$ cat config.mk
export PLATFORM = sky130hd
export DESIGN_NAME = dmac_top
export DESIGN_NICKNAME = d
export VERILOG_FILES = /design/src/common/dmac_pkg.sv /design/src/logic/dmac_top.sv
export SDC_FILE = /design/constraint.sdc
export NUM_CORES = 1
export LEC_CHECK = 0
export ABC_AREA = 1
export BUFFER_PORTS_ARGS = -buffer_cell sky130_fd_sc_hd__buf_2
export CAP_MARGIN = 10
export CORE_ASPECT_RATIO = 1.5
export CORE_UTILIZATION = 34
export CTS_BUF_LIST = sky130_fd_sc_hd__clkbuf_8 sky130_fd_sc_hd__clkbuf_16
export CTS_CLUSTER_DIAMETER = 40
export DETAILED_ROUTE_END_ITERATION = 6
export PLACE_DENSITY_LB_ADDON = 0.15
export SLEW_MARGIN = 15
export SYNTH_ARGS = -nofsm -noshare
export SYNTH_HDL_FRONTEND = slang
export SYNTH_SLANG_ARGS = --single-unit
$ cat constraint.sdc
create_clock -name ref_clk -period 6.49 [get_ports ref_clk]
set_input_delay 0.3245 -clock ref_clk [delete_from_list [all_inputs] [get_ports ref_clk]]
set_output_delay 0.3245 -clock ref_clk [all_outputs]
set_load 0.02 [all_outputs]
$ cat src/common/dmac_pkg.sv
// constants and types shared by the two-channel dma controller
package dmac_pkg;
    localparam int NCH = 2;
    // register byte offsets; channel n adds n times the stride
    localparam logic [7:0] OFF_SRC = 8'h00;
    localparam logic [7:0] OFF_DST = 8'h04;
    localparam logic [7:0] OFF_CNT = 8'h08;
    localparam logic [7:0] OFF_CTRL = 8'h0C;
    localparam logic [7:0] OFF_STAT = 8'h10;
    localparam logic [7:0] CH_STRIDE = 8'h20;
    localparam logic [7:0] OFF_ISTAT = 8'h40;
    localparam logic [7:0] OFF_IMASK = 8'h44;
    // channel control fields
    localparam int CTRL_EN = 0;
    localparam int CTRL_FLY = 1;
    localparam int CTRL_FLYWR = 2;
    localparam int CTRL_SSZ = 3;
    localparam int CTRL_DSZ = 5;
    localparam int CTRL_REQ = 7;
    localparam int CTRL_BW = 9;
    localparam int CTRL_IRQREL = 11;
    localparam int CTRL_SINC = 12;
    localparam int CTRL_DINC = 13;
    localparam int CTRL_W = 14;
    // status fields
    localparam int STAT_BUSY = 0;
    localparam int STAT_ZERO = 1;
    // reset values
    localparam logic [31:0] ADDR_RST = 32'h0000_0000;
    localparam logic [31:0] CNT_RST = 32'h0000_0000;
    localparam logic [13:0] CTRL_RST = 14'h3000;
    localparam logic [1:0] IRQ_RST = 2'h0;
    // port sizes
    localparam logic [1:0] SZ_BYTE = 2'h0;
    localparam logic [1:0] SZ_WORD = 2'h1;
    localparam logic [1:0] SZ_LONG = 2'h2;
    // request modes
    localparam logic [1:0] REQ_INT = 2'h0;
    localparam logic [1:0] REQ_BURST = 2'h1;
    localparam logic [1:0] REQ_STEAL = 2'h2;
    // engine states, gray along idle-read-write and idle-flyby
    typedef enum logic [1:0] {
        ST_IDLE = 2'h0,
        ST_READ = 2'h1,
        ST_WRITE = 2'h3,
        ST_FLY = 2'h2
    } dmac_state_t;
endpackage

$ cat src/logic/dmac_top.sv
// two-channel dma controller with apb registers and external bus master
`timescale 1ns/1ps
module dmac_top (
    // clock and reset
    input wire logic ref_clk,
    input wire logic reset,
    // apb slave
    input wire logic psel,
    input wire logic penable,
    input wire logic pwrite,
    input wire logic [7:0] paddr,
    input wire logic [31:0] pwdata,
    output logic [31:0] prdata,
    output logic pready,
    output logic pslverr,
    output logic irq,
    // channel handshake
    input wire logic [1:0] dmaReq,
    output logic [1:0] dmaAck,
    output logic [1:0] dmaDone,
    // arbitration with the processor
    input wire logic cpuBusReq,
    input wire logic hiPrioIrqPending,
    output logic busGrantCpu,
    // external bus master
    output logic mReq,
    output logic mWrite,
    output logic [31:0] mAddr,
    output logic [1:0] mSize,
    output logic [31:0] mWdata,
    output logic mDmaCycle,
    input wire logic [31:0] mRdata,
    input wire logic mAck
);

    ////////////////////////////////////////////////////////////////////////////////
    // registers and state

    logic [31:0] srcAddr_q [dmac_pkg::NCH];
    logic [31:0] dstAddr_q [dmac_pkg::NCH];
    logic [31:0] count_q [dmac_pkg::NCH];
    logic [13:0] ctrl_q [dmac_pkg::NCH];
    logic [1:0] istat_q;
    logic [1:0] imask_q;
    logic [1:0] reqPrev_q;
    logic [1:0] stealPend_q;
    logic [1:0] phase_q;
    logic [31:0] data_q;
    logic curCh_q;
    dmac_pkg::dmac_state_t state_q;
    dmac_pkg::dmac_state_t state_d;

    ////////////////////////////////////////////////////////////////////////////////
    // apb decode

    wire setupPhase = psel && !penable;
    wire wrEn = psel && penable && pwrite && pready;
    wire chBlock = (paddr[7:6] == 2'h0) && (paddr[1:0] == 2'h0);
    wire selCh = paddr[5];
    wire [7:0] regOff = {3'h0, paddr[4:0]};
    wire hitSrc = chBlock && (regOff == dmac_pkg::OFF_SRC);
    wire hitDst = chBlock && (regOff == dmac_pkg::OFF_DST);
    wire hitCnt = chBlock && (regOff == dmac_pkg::OFF_CNT);
    wire hitCtrl = chBlock && (regOff == dmac_pkg::OFF_CTRL);
    wire hitStat = chBlock && (regOff == dmac_pkg::OFF_STAT);
    wire hitIstat = (paddr == dmac_pkg::OFF_ISTAT);
    wire hitImask = (paddr == dmac_pkg::OFF_IMASK);
    wire anyHit = hitSrc || hitDst || hitCnt || hitCtrl || hitStat || hitIstat || hitImask;
    wire busyCh = (state_q != dmac_pkg::ST_IDLE) && (curCh_q == selCh);
    wire [31:0] statWord = {30'h0, count_q[selCh] == 32'h0, busyCh};
    wire [31:0] rdMux = hitSrc ? srcAddr_q[selCh] :
                        hitDst ? dstAddr_q[selCh] :
                        hitCnt ? count_q[selCh] :
                        hitCtrl ? {18'h0, ctrl_q[selCh]} :
                        hitStat ? statWord :
                        hitIstat ? {30'h0, istat_q} :
                        hitImask ? {30'h0, imask_q} : 32'h0;

    // one wait-free access phase: ready and data are loaded in the setup cycle
    always_ff @(posedge ref_clk) begin
        if (reset) begin
            pready <= 1'b0;
            prdata <= 32'h0;
            pslverr <= 1'b0;
        end else begin
            pready <= setupPhase;
            prdata <= (setupPhase && !pwrite) ? rdMux : 32'h0;
            pslverr <= setupPhase && !anyHit;
        end
    end

    ////////////////////////////////////////////////////////////////////////////////
    // current channel view and transfer sizing

    wire [13:0] cc = ctrl_q[curCh_q];
    wire curFly = cc[dmac_pkg::CTRL_FLY];
    wire curFlyWr = cc[dmac_pkg::CTRL_FLYWR];
    wire [1:0] curSsz = cc[dmac_pkg::CTRL_SSZ +: 2];
    wire [1:0] curDsz = cc[dmac_pkg::CTRL_DSZ +: 2];
    // a pair moves the narrower of the two ports, so no packing buffer is needed
    wire [1:0] unitSz = (curSsz < curDsz) ? curSsz : curDsz;
    wire [31:0] unitBytes = (unitSz == dmac_pkg::SZ_BYTE) ? 32'h1 :
                            (unitSz == dmac_pkg::SZ_WORD) ? 32'h2 : 32'h4;
    wire [31:0] curCnt = count_q[curCh_q];
    wire [31:0] cntNext = (curCnt > unitBytes) ? (curCnt - unitBytes) : 32'h0;
    wire xferEnd = mAck && ((state_q == dmac_pkg::ST_WRITE) || (state_q == dmac_pkg::ST_FLY));
    wire doneNow = xferEnd && (cntNext == 32'h0);

    ////////////////////////////////////////////////////////////////////////////////
    // per-channel request qualification and registers

    // bandwidth slot: share n+1 of every four cycles is open to internal requests
    logic [1:0] want;

    genvar gi;
    generate
        for (gi = 0; gi < dmac_pkg::NCH; gi++) begin : gCh
            wire [13:0] c = ctrl_q[gi];
            wire [1:0] mode = c[dmac_pkg::CTRL_REQ +: 2];
            wire enabled = c[dmac_pkg::CTRL_EN] && (count_q[gi] != 32'h0);
            wire yield = c[dmac_pkg::CTRL_IRQREL] && hiPrioIrqPending;
            wire bwOk = (phase_q <= c[dmac_pkg::CTRL_BW +: 2]);
            wire intReq = (mode == dmac_pkg::REQ_INT) && !c[dmac_pkg::CTRL_FLY] && bwOk;
            wire burstReq = (mode == dmac_pkg::REQ_BURST) && dmaReq[gi];
            wire stealReq = (mode == dmac_pkg::REQ_STEAL) && stealPend_q[gi];
            wire mine = (curCh_q == gi);
            wire step = xferEnd && mine;
            wire dual = !c[dmac_pkg::CTRL_FLY];
            wire srcStep = step && c[dmac_pkg::CTRL_SINC] && (dual || !c[dmac_pkg::CTRL_FLYWR]);
            wire dstStep = step && c[dmac_pkg::CTRL_DINC] && (dual || c[dmac_pkg::CTRL_FLYWR]);
            wire started = (state_q == dmac_pkg::ST_IDLE || xferEnd) &&
                           (state_d != dmac_pkg::ST_IDLE) && (state_d != dmac_pkg::ST_WRITE) &&
                           (want[0] ? (gi == 0) : (gi == 1));

            assign want[gi] = enabled && !yield && (intReq || burstReq || stealReq);

            always_ff @(posedge ref_clk) begin
                if (reset) begin
                    srcAddr_q[gi] <= dmac_pkg::ADDR_RST;
                    dstAddr_q[gi] <= dmac_pkg::ADDR_RST;
                    count_q[gi] <= dmac_pkg::CNT_RST;
                    ctrl_q[gi] <= dmac_pkg::CTRL_RST;
                    reqPrev_q[gi] <= 1'b0;
                    stealPend_q[gi] <= 1'b0;
                end else begin
                    reqPrev_q[gi] <= dmaReq[gi];
                    // a new edge wins over the consuming start
                    stealPend_q[gi] <= (dmaReq[gi] && !reqPrev_q[gi]) ||
                                       (stealPend_q[gi] && !started);
                    if (wrEn && hitSrc && selCh == gi) begin
                        srcAddr_q[gi] <= pwdata;
                    end else if (srcStep) begin
                        srcAddr_q[gi] <= srcAddr_q[gi] + unitBytes;
                    end
                    if (wrEn && hitDst && selCh == gi) begin
                        dstAddr_q[gi] <= pwdata;
                    end else if (dstStep) begin
                        dstAddr_q[gi] <= dstAddr_q[gi] + unitBytes;
                    end
                    if (wrEn && hitCnt && selCh == gi) begin
                        count_q[gi] <= pwdata;
                    end else if (step) begin
                        count_q[gi] <= cntNext;
                    end
                    if (wrEn && hitCtrl && selCh == gi) begin
                        ctrl_q[gi] <= pwdata[dmac_pkg::CTRL_W-1:0];
                    end
                end
            end
        end
    endgenerate

    ////////////////////////////////////////////////////////////////////////////////
    // engine

    wire anyWant = |want;
    wire pickCh = !want[0];
    wire pickFly = ctrl_q[pickCh][dmac_pkg::CTRL_FLY];
    // the next owner is chosen while the current cycle is still running
    wire goNext = anyWant && !cpuBusReq;

    always_comb begin
        state_d = state_q;
        unique case (state_q)
            dmac_pkg::ST_IDLE: begin
                if (goNext) begin
                    state_d = pickFly ? dmac_pkg::ST_FLY : dmac_pkg::ST_READ;
                end
            end
            dmac_pkg::ST_READ: begin
                if (mAck) begin
                    state_d = dmac_pkg::ST_WRITE;
                end
            end
            dmac_pkg::ST_WRITE, dmac_pkg::ST_FLY: begin
                if (mAck) begin
                    // back to back when the cpu does not wait and the count is not done, else hand over at once
                    if (goNext && !doneNow) begin
                        state_d = pickFly ? dmac_pkg::ST_FLY : dmac_pkg::ST_READ;
                    end else begin
                        state_d = dmac_pkg::ST_IDLE;
                    end
                end
            end
        endcase
    end

    wire loadCh = (state_q == dmac_pkg::ST_IDLE) || xferEnd;
    wire nextCh = loadCh ? pickCh : curCh_q;
    wire [13:0] nc = ctrl_q[nextCh];
    wire nFlyWr = nc[dmac_pkg::CTRL_FLYWR];
    wire nextRd = (state_d == dmac_pkg::ST_READ);
    wire nextWr = (state_d == dmac_pkg::ST_WRITE);
    wire nextFly = (state_d == dmac_pkg::ST_FLY);
    wire nextBus = state_d != dmac_pkg::ST_IDLE;
    // addresses step at the finishing edge, so a same-channel successor
    // must start from the stepped value, not the stale register
    wire sameCh = xferEnd && (nextCh == curCh_q);
    wire srcAdv = sameCh && cc[dmac_pkg::CTRL_SINC] && (!curFly || !curFlyWr);
    wire dstAdv = sameCh && cc[dmac_pkg::CTRL_DINC] && (!curFly || curFlyWr);
    wire [31:0] srcNow = srcAddr_q[nextCh] + (srcAdv ? unitBytes : 32'h0);
    wire [31:0] dstNow = dstAddr_q[nextCh] + (dstAdv ? unitBytes : 32'h0);
    // flyby drives just one address: destination when memory is written
    wire [31:0] addrD = (nextRd || (nextFly && !nFlyWr)) ? srcNow : dstNow;
    wire [1:0] sizeD = (nextWr || (nextFly && nFlyWr)) ? nc[dmac_pkg::CTRL_DSZ +: 2] :
                       nc[dmac_pkg::CTRL_SSZ +: 2];
    wire [1:0] ackD = {2{nextFly}} & (nextCh ? 2'h2 : 2'h1);

    always_ff @(posedge ref_clk) begin
        if (reset) begin
            state_q <= dmac_pkg::ST_IDLE;
            curCh_q <= 1'b0;
            phase_q <= 2'h0;
            data_q <= 32'h0;
        end else begin
            state_q <= state_d;
            curCh_q <= nextCh;
            phase_q <= phase_q + 2'h1;
            if (state_q == dmac_pkg::ST_READ && mAck) begin
                data_q <= mRdata;
            end
        end
    end

    ////////////////////////////////////////////////////////////////////////////////
    // registered bus, handshake and interrupt outputs

    wire [1:0] doneVec = {2{doneNow}} & (curCh_q ? 2'h2 : 2'h1);
    wire [1:0] istatClr = (wrEn && hitIstat) ? pwdata[1:0] : 2'h0;
    // a done in the clearing cycle stays set
    wire [1:0] istatD = (istat_q & ~istatClr) | doneVec;
    wire [1:0] imaskD = (wrEn && hitImask) ? pwdata[1:0] : imask_q;

    always_ff @(posedge ref_clk) begin
        if (reset) begin
            mReq <= 1'b0;
            mWrite <= 1'b0;
            mAddr <= 32'h0;
            mSize <= dmac_pkg::SZ_BYTE;
            mWdata <= 32'h0;
            mDmaCycle <= 1'b0;
            dmaAck <= 2'h0;
            dmaDone <= 2'h0;
            busGrantCpu <= 1'b1;
            istat_q <= dmac_pkg::IRQ_RST;
            imask_q <= dmac_pkg::IRQ_RST;
            irq <= 1'b0;
        end else begin
            mReq <= nextBus;
            mWrite <= nextWr || (nextFly && nFlyWr);
            mAddr <= nextBus ? addrD : mAddr;
            mSize <= nextBus ? sizeD : mSize;
            mWdata <= (state_q == dmac_pkg::ST_READ && mAck) ? mRdata : data_q;
            mDmaCycle <= nextBus;
            dmaAck <= ackD;
            dmaDone <= doneVec;
            busGrantCpu <= !nextBus;
            istat_q <= istatD;
            imask_q <= imaskD;
            irq <= |(istatD & imaskD);
        end
    end

endmodule

==> results_dict.tcl <==
set metrics [dict create \
    core_mm2 0.06924 \
    synth.distinct_cells 57 \
    p_int_w 0.004515 \
    cts_resized 0 \
    synth-seq-cells 341 \
    vdd_drop_max_uv 286.1 \
    grt_pass1_vias 24334 \
    cpMaxStageDelayCell "edfxtp_1" \
    seq_area_frac_synth_pct 37.82 \
    netSwitchingFraction_pct 34.40 \
    cts_root_buf "clkbuf_16" \
    totalWireLength_um 104400 \
    multi_input_area_mm2 0.01262 \
    cp_max_fo 32 \
    post_cts_buffers 0 \
    power.switching_w 0.002367 \
    fill_cells 7472 \
    clock_power_share_pct 43.2 \
    slew_headroom_pct 7.293 \
    power_w 0.006882 \
    syn_inst 3561 \
    tightest_slew_ns 1.378 \
    final_nets 3868 \
    p_leak_nw 12.23 \
    synth-edff-count 220 \
    seq_power_share_pct 36.7 \
    gp_congestion 0.9724 \
    regArea_mm2 0.009030 \
    cap_violations 0 \
    fp-row-count 118 \
    track_usage_pct 28.92 \
    htreeDepth 2 \
    start_util_pct 34.47 \
    maxSlewViolCount 0 \
    grt_pass1_wl_um 153200 \
    crit_arrival_ns 6.53 \
    combinationalPowerShare_pct 20.0 \
    netlist_area_mm2 0.02387 \
    dr.first_iter.drc_count 2490 \
    drive_gt1_share_pct 9.900 \
    drc 0 \
    startpoint_type "flip-flop" \
    synth_top_area_cell "edfxtp_1" \
    path_class "flip-flop to flip-flop" \
    area_growth_pct 17.11 \
    die_h_um 326.5 \
    grt_overflow 0 \
    die_w_um 218.4 \
    synthArstFlopShare_pct 0 \
    power_density_mw_per_mm2 246.2 \
    clk_latency_ns 0.65 \
    firstDrtPassIters 5 \
    synth_common_cells "nand2_1, nor2_1, inv_1" \
    finalCritPeriodShare_pct 91.95 \
    wire_per_inst_um 22.21 \
    crit_family "simple AND/OR/NAND/NOR gates" \
    grt_max_degree 77 \
    yosysMostFrequentCell "nand2_1" \
    required_ns 7.06 \
    clockBufferDepth 3 \
    fin_crit_ns 5.967 \
    tns_ns 0 \
    avgViaCountPerCell 5.340 \
    cp_common_cell "nand2_1" \
    hpwl_um 81530 \
    cts_buffers 54 \
    antenna_found_initial 0 \
    num_io_pins 191 \
    synthFlopType "edfxtp_1" \
    cpPeakStageDelay_ns 0.40 \
    timing.fmax_mhz 167.6 \
    syn_nets 3677 \
    finClkSkew_ns 0.03047 \
    port_buffers 190 \
    hold_violations 0 \
    avgSynthCellArea_um2 6.704 \
    antenna_left 0 \
    synth_warnings 0 \
    path_clk_slew_ns 0.06 \
    crit_buf_inv 5 \
    hp-class "input pin to flip-flop" \
    via_count 25089 \
    rsz0062_at_grt "no" \
    critPathCaptureType "flip-flop" \
    cts_tree "built" \
    die_area_mm2 0.07130 \
    final-setup-viol-count 0 \
    antenna_cells 0 \
    netlist_top_cells_area "edfxtp_1, nand2_1, dfxtp_1" \
    cts_sinks 341 \
    synth_top_area_share_pct 27.67 \
    status "complete, no violations" \
]
## cell type report
| class | instances | area share, % |
|---|---|---|
| clock inverters | 45 | 1.522 |
| clock buffers | 57 | 5.062 |
| flip-flops and latches | 341 | 32.30 |
| inverters | 435 | 5.849 |
| well taps | 900 | 4.028 |
| multi-input cells | 2643 | 45.15 |
| repair buffers | 277 | 6.091 |
## state kept, by name, summed over array words and instances, names as in the netlist, 2 cells and up
register and count:
count_q 64, dstAddr_q 64, srcAddr_q 64, mAddr 32, mWdata 32, prdata 32
ctrl_q 28, dmaAck 2, dmaDone 2, imask_q 2, istat_q 2, mSize 2
phase_q 2, reqPrev_q 2, state_q 2, stealPend_q 2
## layout by cell type, fill, tap and decap left out, drive strengths merged, types with 4 or more instances in the layout
master and instances:
a211oi 7, a21oi 122, a221oi 17, a31oi 12
a41oi 6, buf 240, clkbuf 57, clkinv 17
dfxtp 121, dlygate4sd3 37, edfxtp 220, fa 7
ha 27, inv 459, nand2 1068, nand3 235
nand3b 27, nand4 42, nor2 455, nor3 50
nor4 26, o211ai 19, o21ai 332, o221ai 4
o22ai 60, o31ai 9, o32ai 19, xnor2 21
xor2 51
## per-stage QoR
stage / instances / util, % / worst slack [ns] / cell area (um2) / hold slack (ns)
floorplan: 3561 / - / 1.036 / 23870 / 0.3989
global placement: 4559 / 37.17 / 0.7460 / 25740 / 0.4056
detailed placement: 4559 / 37.18 / 0.6294 / 25750 / 0.4198
CTS: 4698 / 40.37 / 0.5719 / 27960 / 0.04541
global route: 4698 / 40.37 / 0.07221 / 27960 / 0.07443
finish: 4698 / 40.37 / 0.5227 / 27960 / 0.06450
## layer usage
metal | GRT usage, % | vias to the layer above | part of all wire (%)
met5 | 0 | - | 0
met4 | 18.38 | 0 | 7.1
met3 | 3.436 | 260 | 5.3
met2 | 51.07 | 954 | 50
met1 | 32.66 | 11717 | 38
li1 | - | 12158 | -
## final timing paths
check                     from              to  slack, ns  cells after the start
setup / recovery  ctrl_q[1][4]       mAddr[24]       0.52                     32
hold / removal       pwdata[1]      imask_q[1]       0.06                      3
setup reg to reg  ctrl_q[1][4]       mAddr[24]       0.52                     32
hold reg to reg   reqPrev_q[1]  stealPend_q[1]       0.43                      1
## tightest hold or removal path: stages
cell and delay (ns):
buf_2 0.15, nor2_1 0.11, a211oi_1 0.06
## logic make-up after synthesis
kind of cell    count (synthesis)  share of synthesized area [%]
mux                             3                         0.1258
simple gates                 1908                          33.05
buf+inv                       577                          9.461
xor+xnor                       72                          2.642
fa+ha+maj                      34                          2.002
compound gates                626                          14.90
flops                         341                          37.82
## power groups by stage
stage / clock [W] / sequential [W] / combinational, W
floorplan: 0 / 0.00261 / 0.000800
global placement: 0 / 0.00257 / 0.00135
detailed placement: 0 / 0.00257 / 0.00135
CTS: 0.00302 / 0.00253 / 0.00137
global route: 0.00310 / 0.00254 / 0.00151
finish: 0.00298 / 0.00253 / 0.00138
## timing repair
| action | 4_1_cts | 5_1_grt |
|---|---|---|
| setup endpoints to repair | 0 | 0 |
| endpoints found under the hold margin | 36 | 0 |
| hold buffers | 37 | 0 |
Note: power is estimated with default switching activity, not from simulation.
